[src/design/dsss_defs.svh]
`ifndef DSSS_DEFS_SVH
`define DSSS_DEFS_SVH

// Register word offsets (byte addresses, one 32-bit word each)
`define DSSS_OFF_SELECT       8'h27
`define DSSS_OFF_CONTROL      8'h00
`define DSSS_OFF_STATUS       8'h04

// Control register fields
`define DSSS_CTL_WSEL_LSB     0
`define DSSS_CTL_ARM_BIT      4

// Window select encodings
`define DSSS_WSEL_STATE2      2'h1
`define DSSS_WSEL_STATE3      2'h2
`define DSSS_WSEL_FLAGS       2'h3

// Reset values
`define DSSS_SEL_RESET        4'h0
`define DSSS_FLAG_RESET       4'h0

`endif

[src/design/dsss_pkg.sv]
package dsss_pkg;

   // Sequencer state as seen by this block
   typedef enum logic [1:0] {
      DSSS_ST1,
      DSSS_ST2,
      DSSS_ST3,
      DSSS_FINAL
   } dsss_state_t;

   // Outcome of evaluating a match vector against a code
   typedef struct packed {
      logic        go;
      dsss_state_t dest;
   } dsss_move_t;

endpackage

[src/design/dsss_select.sv]
`timescale 1ns/1ps
`include "dsss_defs.svh"
module dsss_select #(
   parameter int NCH = 4
) (
   // Clock and reset
   input  wire logic                  clk_sys,
   input  wire logic                  resetn,
   // Avalon-MM slave
   input  wire logic [7:0]            avs_address,
   input  wire logic                  avs_read,
   input  wire logic                  avs_write,
   input  wire logic [31:0]           avs_writedata,
   input  wire logic [3:0]            avs_byteenable,
   output logic      [31:0]           avs_readdata,
   output logic                       avs_waitrequest,
   // Sequencer side
   input  wire logic [NCH-1:0]        match_in,
   input  wire dsss_pkg::dsss_state_t cur_state,
   output logic                       next_valid,
   output dsss_pkg::dsss_state_t      next_state,
   output logic [1:0]                 window_select,
   output logic                       armed
);
   import dsss_pkg::*;

   // State held by this block
   logic             rst_meta_q;
   logic             rst_sync_q;
   logic [3:0]       s2_code_q;
   logic [3:0]       s3_code_q;
   logic [NCH-1:0]   flags_q;
   logic [1:0]       wsel_q;
   logic             arm_q;
   logic             ack_q;
   logic [31:0]      rdata_q;
   logic             nv_q;
   dsss_state_t      ns_q;

   // Reset release through two flops; assertion stays asynchronous
   // A release that lands near a clock edge can only upset the first flop
   always_ff @(posedge clk_sys or negedge resetn) begin
      if (!resetn) begin
         rst_meta_q <= 1'b0;
         rst_sync_q <= 1'b0;
      end else begin
         rst_meta_q <= 1'b1;
         rst_sync_q <= rst_meta_q;
      end
   end
   // Everything below resets from this synchronised copy
   wire rst_n = rst_sync_q;

   // Bus decode; every access takes exactly one wait cycle
   // Map: control at the low word (window in bits 1:0, arm in bit 4), status
   // holds the flags, and the shared select address shows one of three bytes.
   // Only byte lane 0 carries anything, so a write without it is dropped.
   // Reads have no side effects, so a repeated read is always harmless.
   wire       req      = avs_read | avs_write;
   wire       take     = req & ack_q;
   wire       hit_sel  = avs_address == `DSSS_OFF_SELECT;
   wire       hit_ctl  = avs_address == `DSSS_OFF_CONTROL;
   wire       hit_sts  = avs_address == `DSSS_OFF_STATUS;
   wire       wr_lane0 = take & avs_write & avs_byteenable[0];
   wire       wr_ctl   = wr_lane0 & hit_ctl;
   wire       arm_set  = wr_ctl & avs_writedata[`DSSS_CTL_ARM_BIT];
   // Locked while armed so a session never sees its code change
   wire       wr_s2    = wr_lane0 & hit_sel & (wsel_q == `DSSS_WSEL_STATE2) & ~arm_q;
   wire       wr_s3    = wr_lane0 & hit_sel & (wsel_q == `DSSS_WSEL_STATE3) & ~arm_q;
   assign avs_waitrequest = req & ~ack_q;

   // Overlaid register read mux; flags writes fall through to nothing
   logic [7:0] sel_view;
   always_comb begin
      unique case (wsel_q)
         `DSSS_WSEL_STATE2: sel_view = {4'h0, s2_code_q};
         `DSSS_WSEL_STATE3: sel_view = {4'h0, s3_code_q};
         `DSSS_WSEL_FLAGS:  sel_view = {4'h0, flags_q};
         default:           sel_view = 8'h00;             // State1 register lives elsewhere
      endcase
   end
   // Control reads back the arm bit and the window; unmapped addresses read zero
   wire [31:0] ctl_view = {27'h0, arm_q, 2'h0, wsel_q};
   wire [31:0] sts_view = {28'h0, flags_q};
   wire [31:0] rd_mux   = hit_sel ? {24'h0, sel_view} :
                          hit_ctl ? ctl_view :
                          hit_sts ? sts_view : 32'h0;

   // Handshake and read data
   // Read data is latched every cycle, so it is settled by the edge at which
   // waitrequest drops; the extra wait cycle is the price of a registered bus
   always_ff @(posedge clk_sys or negedge rst_n) begin
      if (!rst_n) begin
         ack_q   <= 1'b0;
         rdata_q <= 32'h0;
      end else begin
         ack_q   <= req & ~ack_q;
         rdata_q <= rd_mux;
      end
   end
   assign avs_readdata = rdata_q;

   // Control and code registers
   // A final-state result disarms unless control is written in the same cycle, so software sees the session end in the arm bit
   always_ff @(posedge clk_sys or negedge rst_n) begin
      if (!rst_n) begin
         wsel_q    <= 2'h0;
         arm_q     <= 1'b0;
         s2_code_q <= `DSSS_SEL_RESET;
         s3_code_q <= `DSSS_SEL_RESET;
      end else begin
         if (wr_ctl) begin
            wsel_q <= avs_writedata[`DSSS_CTL_WSEL_LSB +: 2];
            arm_q  <= avs_writedata[`DSSS_CTL_ARM_BIT];
         end else if (nv_q && ns_q == DSSS_FINAL) begin
            arm_q <= 1'b0; // Session ends at final state
         end
         if (wr_s2)
            s2_code_q <= avs_writedata[3:0];
         if (wr_s3)
            s3_code_q <= avs_writedata[3:0];
      end
   end

   // Sticky flags; arming clears, a match in the arm cycle counts only if already armed
   // Flags only set while armed, so stray matches between sessions leave them alone
   // Matches only arrive from comparators software has enabled
   genvar g;
   generate
      for (g = 0; g < NCH; g++) begin : g_flag
         always_ff @(posedge clk_sys or negedge rst_n) begin
            if (!rst_n)
               flags_q[g] <= 1'b0;
            else if (arm_q && match_in[g])
               flags_q[g] <= 1'b1;
            else if (arm_set)
               flags_q[g] <= 1'b0;
         end
      end
   endgenerate

   // Per-channel destination lookup; go=0 means that channel is ignored
   // Each channel sees the same code but learns only its own destination, so
   // the priority stage below can treat every channel alike
   function automatic dsss_move_t lookup(input logic s3, input logic [3:0] c, input int ch);
      dsss_move_t m;
      m.go   = 1'b0;
      m.dest = DSSS_ST1;
      if (!s3) begin
         // While in State2
         unique case (c)
            // Any match to State1
            4'h0: begin
               m.go   = 1'h1;
               m.dest = DSSS_ST1;
            end
            // Any match to State3
            4'h1: begin
               m.go   = 1'h1;
               m.dest = DSSS_ST3;
            end
            // Any match to the final state
            4'h2: begin
               m.go   = 1'h1;
               m.dest = DSSS_FINAL;
            end
            // Only channel 3, to State1
            4'h3: begin
               m.go   = (ch == 3);
               m.dest = DSSS_ST1;
            end
            // Only channel 3, to State3
            4'h4: begin
               m.go   = (ch == 3);
               m.dest = DSSS_ST3;
            end
            // Only channel 3, to the final state
            4'h5: begin
               m.go   = (ch == 3);
               m.dest = DSSS_FINAL;
            end
            // Channel 0 to State1, channel 1 to State3
            4'h6: begin
               m.go   = (ch == 0) || (ch == 1);
               m.dest = (ch == 0) ? DSSS_ST1 : DSSS_ST3;
            end
            // Channel 0 to final, channel 1 to State3
            4'h7: begin
               m.go   = (ch == 0) || (ch == 1);
               m.dest = (ch == 0) ? DSSS_FINAL : DSSS_ST3;
            end
            // Channel 0 to State1, channel 2 to State3
            4'h8: begin
               m.go   = (ch == 0) || (ch == 2);
               m.dest = (ch == 0) ? DSSS_ST1 : DSSS_ST3;
            end
            // Channel 0 to final, channel 2 to State3
            4'h9: begin
               m.go   = (ch == 0) || (ch == 2);
               m.dest = (ch == 0) ? DSSS_FINAL : DSSS_ST3;
            end
            // Channel 1 to State1, channel 3 to State3
            4'hA: begin
               m.go   = (ch == 1) || (ch == 3);
               m.dest = (ch == 1) ? DSSS_ST1 : DSSS_ST3;
            end
            // Channel 1 to final, channel 3 to State3
            4'hB: begin
               m.go   = (ch == 1) || (ch == 3);
               m.dest = (ch == 1) ? DSSS_FINAL : DSSS_ST3;
            end
            // Channel 2 to State1, channel 3 to final
            4'hC: begin
               m.go   = (ch == 2) || (ch == 3);
               m.dest = (ch == 2) ? DSSS_ST1 : DSSS_FINAL;
            end
            // Every channel but 2 to final
            4'hD: begin
               m.go   = (ch != 2);
               m.dest = DSSS_FINAL;
            end
            // Reserved codes hold the sequencer where it is
            4'hE, 4'hF: m.go = 1'h0;
         endcase
      end else begin
         // While in State3
         unique case (c)
            // Any match to State1
            4'h0: begin
               m.go   = 1'h1;
               m.dest = DSSS_ST1;
            end
            // Any match to State2
            4'h1: begin
               m.go   = 1'h1;
               m.dest = DSSS_ST2;
            end
            // Any match to the final state
            4'h2: begin
               m.go   = 1'h1;
               m.dest = DSSS_FINAL;
            end
            // Only channel 0, to State1
            4'h3: begin
               m.go   = (ch == 0);
               m.dest = DSSS_ST1;
            end
            // Only channel 0, to State2
            4'h4: begin
               m.go   = (ch == 0);
               m.dest = DSSS_ST2;
            end
            // Channel 0 to final, channel 1 to State1
            4'h5: begin
               m.go   = (ch == 0) || (ch == 1);
               m.dest = (ch == 0) ? DSSS_FINAL : DSSS_ST1;
            end
            // Only channel 1, to State1
            4'h6: begin
               m.go   = (ch == 1);
               m.dest = DSSS_ST1;
            end
            // Only channel 1, to State2
            4'h7: begin
               m.go   = (ch == 1);
               m.dest = DSSS_ST2;
            end
            // Only channel 1, to the final state
            4'h8: begin
               m.go   = (ch == 1);
               m.dest = DSSS_FINAL;
            end
            // Channel 0 to final, channel 2 to State2
            4'h9: begin
               m.go   = (ch == 0) || (ch == 2);
               m.dest = (ch == 0) ? DSSS_FINAL : DSSS_ST2;
            end
            // Channel 1 to State1, channel 3 to State2
            4'hA: begin
               m.go   = (ch == 1) || (ch == 3);
               m.dest = (ch == 1) ? DSSS_ST1 : DSSS_ST2;
            end
            // Channel 1 to final, channel 3 to State2
            4'hB: begin
               m.go   = (ch == 1) || (ch == 3);
               m.dest = (ch == 1) ? DSSS_FINAL : DSSS_ST2;
            end
            // Only channel 2, to the final state
            4'hC: begin
               m.go   = (ch == 2);
               m.dest = DSSS_FINAL;
            end
            // Only channel 3, to the final state
            4'hD: begin
               m.go   = (ch == 3);
               m.dest = DSSS_FINAL;
            end
            // Reserved codes hold the sequencer where it is
            4'hE, 4'hF: m.go = 1'h0;
         endcase
      end
      return m;
   endfunction

   // Evaluate every channel in parallel
   // The code follows the current state; outside State2 and State3 nothing moves
   wire        in_s2 = cur_state == DSSS_ST2;
   wire        in_s3 = cur_state == DSSS_ST3;
   wire [3:0]  code  = in_s3 ? s3_code_q : s2_code_q;
   dsss_move_t mv [NCH];
   generate
      for (g = 0; g < NCH; g++) begin : g_eval
         assign mv[g] = lookup(in_s3, code, g);
      end
   endgenerate

   // Priority: any qualifying final wins, else lowest channel
   // The scan runs from high to low so the lowest channel writes last;
   // final is forced afterwards, so a lower channel can never mask it
   dsss_move_t pick;
   always_comb begin
      pick.go   = 1'b0;
      pick.dest = DSSS_ST1;
      for (int i = NCH - 1; i >= 0; i--) begin
         if (match_in[i] && mv[i].go)
            pick = mv[i];
      end
      for (int i = 0; i < NCH; i++) begin
         if (match_in[i] && mv[i].go && mv[i].dest == DSSS_FINAL)
            pick.dest = DSSS_FINAL;
      end
   end

   // Registered next-state result, valid one cycle after the match
   // next_state reloads every cycle, even while next_valid is low; only the pulse counts
   always_ff @(posedge clk_sys or negedge rst_n) begin
      if (!rst_n) begin
         nv_q <= 1'b0;
         ns_q <= DSSS_ST1;
      end else begin
         nv_q <= arm_q & (in_s2 | in_s3) & pick.go;
         ns_q <= pick.dest;
      end
   end

   // Results and status toward the sequencer and the host
   assign next_valid    = nv_q;
   assign next_state    = ns_q;
   assign window_select = wsel_q;
   assign armed         = arm_q;
endmodule

[config.mk]
export PLATFORM = sky130hd
export DESIGN_NAME = dsss_select
export DESIGN_NICKNAME = d
export VERILOG_FILES = /design/src/design/dsss_pkg.sv /design/src/design/dsss_select.sv
export VERILOG_INCLUDE_DIRS = /design/src /design/src/design
export SDC_FILE = /design/constraint.sdc
export NUM_CORES = 1
export LEC_CHECK = 0
export BUFFER_PORTS_ARGS = -buffer_cell sky130_fd_sc_hd__buf_2
export CELL_PAD_IN_SITES_DETAIL_PLACEMENT = 1
export CELL_PAD_IN_SITES_GLOBAL_PLACEMENT = 1
export CORE_MARGIN = 2
export CORE_UTILIZATION = 29
export DETAILED_ROUTE_END_ITERATION = 10
export PLACE_DENSITY = 0.7
export SLEW_MARGIN = 25
export SYNTH_ARGS = -nofsm -noshare
export SYNTH_HDL_FRONTEND = slang
export SYNTH_SLANG_ARGS = --single-unit
[constraint.sdc]
create_clock -name clk_sys -period 2.41 [get_ports clk_sys]
set_clock_uncertainty 0.2 [all_clocks]
set_input_delay 0.3615 -clock clk_sys [delete_from_list [all_inputs] [get_ports clk_sys]]
set_output_delay 0.3615 -clock clk_sys [all_outputs]
set_load 0.01 [all_outputs]
Yosys cells after proc, flatten, opt, wreduce, memory -nomap -nowiden --
Index checks and enable logic that the tools add are counted.
Operators by class: eq/ne operators 27, muxes and demuxes 39, bitwise gates (word level) 17, reductions and logical operators 49
Operators with widths (number):
- OR reduction 6 bit | 7
- OR reduction 8 bit | 5
- equality test 4 bit, second input constant | 8
- OR reduction 10 bit | 3
- one-hot mux 2 bit (2 select lines) | 7
- two-way mux 3 bit | 8
- OR reduction 5 bit | 4
- OR reduction 9 bit | 2
- equality test 2 bit, second input constant | 8
- equality test 4 x 3 -> 1 bit, second input constant | 4
- one-hot mux 1 bit (2 select lines) | 8
- OR reduction 4 bit | 4
- OR reduction 7 bit | 2
- AND 1 bit | 13
- logical AND 1 bit | 13
- one-hot mux 4 bit (3 select lines) | 1
- OR reduction 11 bit | 1
- two-way mux 5 bit | 2
- nonzero test 2 bit | 5
- equality test 4 x 2 -> 1 bit, second input constant | 2
- equality test 8 x 3 -> 1 bit, second input constant | 1
- equality test 8 x 6 -> 1 bit, second input constant | 1
- zero test 8 bit | 1
- two-way mux 2 bit | 4
- 8 further kinds | 18
Word-level totals: bits in registers 26, input bits 54, output and inout port bits 39, word-level logic and storage cells 146

Longest topological paths before layout --
depth in word-level cells 15, gate-level depth with buffers 11, depth with buffers taken out 8

Worst setup path before layout --
No wires, ideal clock.
path kind input to register, from input port avs_address[3], to register s2_code_q[2], arrival time 1976 ps, slack 109 ps, stages on the path 7, path through or4_4 > or2_1 > buf_2 > nor3_1 > and2_1 > buf_4 > mux2_2
On the way: word-level cells in the longest chain between the ends 4
RTL lines:
- from (decl) | line dsss_select.sv:10 | input wire logic [7:0] avs_address,
- equality test 8 x 6 -> 1 bit (no source line)
- AND 1 bit (3 in series) | line dsss_select.sv:68 | wire wr_s2 = wr_lane0 & hit_sel & (wsel_q == `DSSS_WSEL_STATE2) & ~arm_q;
- to (signal assigned) | line dsss_select.sv:109 | s2_code_q <= `DSSS_SEL_RESET;
- to (signal assigned) | line dsss_select.sv:119 | s2_code_q <= avs_writedata[3:0];
- to (decl) | line dsss_select.sv:30 | logic [3:0] s2_code_q;
Every way passes these cells. A chain may end at the register's enable or synchronous reset.

==> impl_metrics.csv <==
group,metric,value,unit
outcome,run_status,"finished, final reports clean",
yosys,synth-main-ff-cell,"sky130_fd_sc_hd__dfrtp_1",
worst_setup_path,end_kind,"flop",
detailed_routing,drt.antenna.violating_nets,0,
cells_and_area,diodes,0,
yosys,synth_top_cells_by_area,"sky130_fd_sc_hd__dfrtp_1 29%, sky130_fd_sc_hd__buf_4 10%, sky130_fd_sc_hd__mux2_2 5.5%, sky130_fd_sc_hd__o21ai_0 3.8%, sky130_fd_sc_hd__a21oi_1 2.9%",
detailed_routing,viasPerCell,5.00,
detailed_routing,drt_iter0_markers,80,
die,start_util,0.296,
worst_setup_path,worst-endpoint-required,2.38,ns
cells_and_area,finish.instance_area,2850,sq um
clocking,clock_tree_from_tritoncts,"done",
placed_design,dp_cells,431,
yosys,synthesis.area_per_instance,8.42,sq um
detailed_routing,detail_route.wirelength,6950,um
placed_design,io_buffers,35,
placed_design,postPlaceCellArea,2740,sq um
die,fp.dieH,92.1,um
yosys,ys_seq_elements,26,
power_and_ir_drop,vdd.ir_drop.worst,0.000166,V
global_routing,first_global_vias,2219,
die,fp.dieW,92.1,um
power_and_ir_drop,share_seq_of_total_power,0.525,
sta,final_critical_period,2.34,ns
detailed_routing,num_vias,2177,
cells_and_area,fin_nets,390,
worst_setup_path,critical_path_s_slowest_cell,"sky130_fd_sc_hd__or3_4",
global_routing,grtUsageMet1,0.226,
yosys,synthCells,267,
worst_setup_path,cell_repeated_most_along_the_worst_path,"sky130_fd_sc_hd__buf_4",
cells_and_area,layout.cells.most_common,"sky130_fd_sc_hd__buf_4",
worst_setup_path,cp_data_arrival_time,2.31,ns
cells_and_area,drive_above_1_share,0.372,
worst_setup_path,critical_path_class,"in2reg",
cells_and_area,final-instance-count-excl-fill,435,
sta,finalHoldWorstSlack,0.0309,ns
sta,final-setup-viol-count,0,
clocking,cts.root.buffer_cell,"sky130_fd_sc_hd__clkbuf_8",
flow_run,drv_cap,0,
yosys,synth_top_area_cell,"sky130_fd_sc_hd__dfrtp_1",
yosys,synth_sequential_area_ratio,0.289,
sta,fmax,427,MHz
yosys,synth.lib_cells_used.distinct,59,
global_routing,grt_max_degree,25,
die,placement_rows,32,
cells_and_area,final.fill_count,931,
cells_and_area,area_growth_from_synthesis_to_layout,26.7,%
power_and_ir_drop,power.net_switching,0.267,mW
power_and_ir_drop,p_comb_frac,0.220,
global_routing,grt_first_pass_wirelength,11400,um
clocking,cts.repair_timing.setup_buffer_count,0,
yosys,synth_warnings,0,
detailed_routing,firstDrtPassIters,4,
power_and_ir_drop,internal_power_of_the_cells,0.653,mW
worst_setup_path,critical_path.n_buffers_inverters,5,
worst_setup_path,critical-path-max-stage-delay,0.37,ns
power_and_ir_drop,pwr_density_cell,323,nW/um^2
clocking,clock_insertion_delay_worst_skew,0.27,ns
detailed_routing,routedWlPerCell,16.0,um
global_routing,met2_usage,0.282,
sta,timing_hold_violations_final,0,
worst_setup_path,crit_chain,"buf_2 -> inv_1 -> ha_4 -> buf_4 -> buf_4 -> o311a_1 -> or3_4 -> buf_4 -> o21ai_0 -> a31oi_1 -> o31ai_1",
yosys,synth.cell_area,2250,sq um
clocking,numCtsBuffers,3,
worst_setup_path,critPathTopFamily,"compound AO/OA/AOI/OAI gates",
global_routing,antenna_found_initial,0,
power_and_ir_drop,pwr-share-clk,0.255,
global_routing,gr-usage-met3,0.0230,
global_routing,global_route.usage.total,0.167,
sta,slew_viol_final,0,
global_routing,global_route.overflow_total,0,
hold_path,timing.hold.worst.class,"reg2async",
yosys,synth_async_sr_flop_share,1.00,
power_and_ir_drop,static-leakage-power,1.27,nW
die,core-area,7610,sq um
placed_design,place.gp.congestion,0.868,
clocking,total_clock_sinks,26,
die,floorplan.die_area,8470,sq um
yosys,netlist.area_leader.share,0.289,
cells_and_area,layout.cells.most_common_list,"49 x sky130_fd_sc_hd__buf_4, 35 x sky130_fd_sc_hd__buf_2, 28 x sky130_fd_sc_hd__conb_1",
die,io_pins,93,
clocking,htree_levels,1,
worst_setup_path,crit_path_start_kind,"input port",
placed_design,detailed_placer_s_ending_hpwl,5590,um
global_routing,globalRoute.busiestLayer,"met2",
sta,final.period_utilization,0.971,
clocking,clkTransAtPathRegs,0.08,ns
worst_setup_path,path_max_fanout,7,
power_and_ir_drop,switching_share,0.290,
detailed_routing,drc,0,
yosys,synth_enable_flop_cells,0,
clocking,clock_path_buffers,2,
[repair_timing]
item / CTS / global route
setup endpoints to repair: 3 / 3
endpoints found under the hold margin: 2 / 0
resized for setup: 2 / 14
hold buffers: 1 / 0
[Yosys cell counts (all sizes together), types with 4 or more instances]
master,count
clkbuf,9
nor3,12
nand2,18
a31oi,5
o21ai,17
and2,4
a21oi,13
or3,4
o211ai,5
a211oi,4
a22oi,4
buf,41
mux2,11
o22ai,7
a22o,4
dfrtp,26
inv,10
nor2,7
nor2b,8
mux2i,7
[cell families (layout without fill, tap and decap cells)]
family | after synthesis | in the layout | share of synthesized area
adders and majority gates | 1 | 1 | 0.00556
buffers and inverters | 60 | 100 | 0.156
other | 2 | 28 | 0.00334
muxes | 18 | 18 | 0.0952
and+or+nand+nor | 79 | 79 | 0.205
xor gates and xnor gates | 3 | 3 | 0.0117
DFF | 26 | 26 | 0.289
AOI/OAI and AO/OA | 78 | 78 | 0.234
[worst reg2reg max path, cell delays in order, from the launching register on]
cell and delay [ns]:
sky130_fd_sc_hd__dfrtp_2 0.48, sky130_fd_sc_hd__buf_4 0.19, sky130_fd_sc_hd__o311a_1 0.38, sky130_fd_sc_hd__or3_4 0.37, sky130_fd_sc_hd__buf_4 0.15, sky130_fd_sc_hd__o21ai_0 0.09
sky130_fd_sc_hd__a31oi_1 0.10, sky130_fd_sc_hd__o31ai_1 0.23
[per-layer routing]
metal,vias up,part of all wire
met5,-,0
met4,0,0.014
met3,6,0.028
met2,41,0.50
met1,1076,0.46
li1,1054,-
[through the flow]
| step | total power, mW | util | worst slack [ns] | setup TNS [ns] |
|---|---|---|---|---|
| floorplan | 0.624 | - | 0.109 | 0 |
| global placement | 0.681 | 0.361 | -0.353 | -1.13 |
| detailed placement | 0.689 | 0.361 | -0.399 | -1.60 |
| CTS | 0.926 | 0.369 | 0.00874 | 0 |
| global route | 0.976 | 0.375 | -0.0342 | -0.0389 |
| finish | 0.920 | 0.375 | 0.0702 | 0 |
[flip-flops by register name, summed over array words and instances, names as in the netlist]
signal         cells
avs_readdata       5
next_valid         1
ack_q              1
armed              1
s2_code_q          4
rst_n              1
s3_code_q          4
next_state         2
window_select      2
flags_q            4
rst_meta_q         1
[worst paths after layout]
check,startpoint,to,slack (ns),depth (start not counted)
setup / recovery,cur_state[0],next_state[0],0.07,11
min in group clk_sys,avs_writedata[1],s3_code_q[1],0.15,3
hold reg to reg,rst_n,s3_code_q[1],0.03,1
setup reg to reg,s2_code_q[3],next_state[0],0.13,7
hold / removal,rst_n,s3_code_q[1],0.03,1
max in group asynchronous,resetn,rst_n,1.72,2
[power groups by stage]
stage	clock network [mW]	registers, mW	logic, mW
final	0.234	0.483	0.203
after global routing	0.264	0.488	0.225
after CTS	0.244	0.483	0.200
after detailed placement	0	0.492	0.197
after global placement	0	0.489	0.192
after floorplan	0	0.497	0.126
[final cells by class]
| type | instances | area, sq um | share of cell area |
|---|---|---|---|
| Timing Repair Buffer | 87 | 593 | 0.208 |
| Tap cell | 102 | 128 | 0.0448 |
| Multi-Input combinational cell | 207 | 1390 | 0.489 |
| Inverter | 10 | 37.5 | 0.0132 |
| Sequential cell | 26 | 657 | 0.231 |
| Clock buffer | 3 | 41.3 | 0.0145 |
No activity file was read; power rests on OpenSTA's default activity.
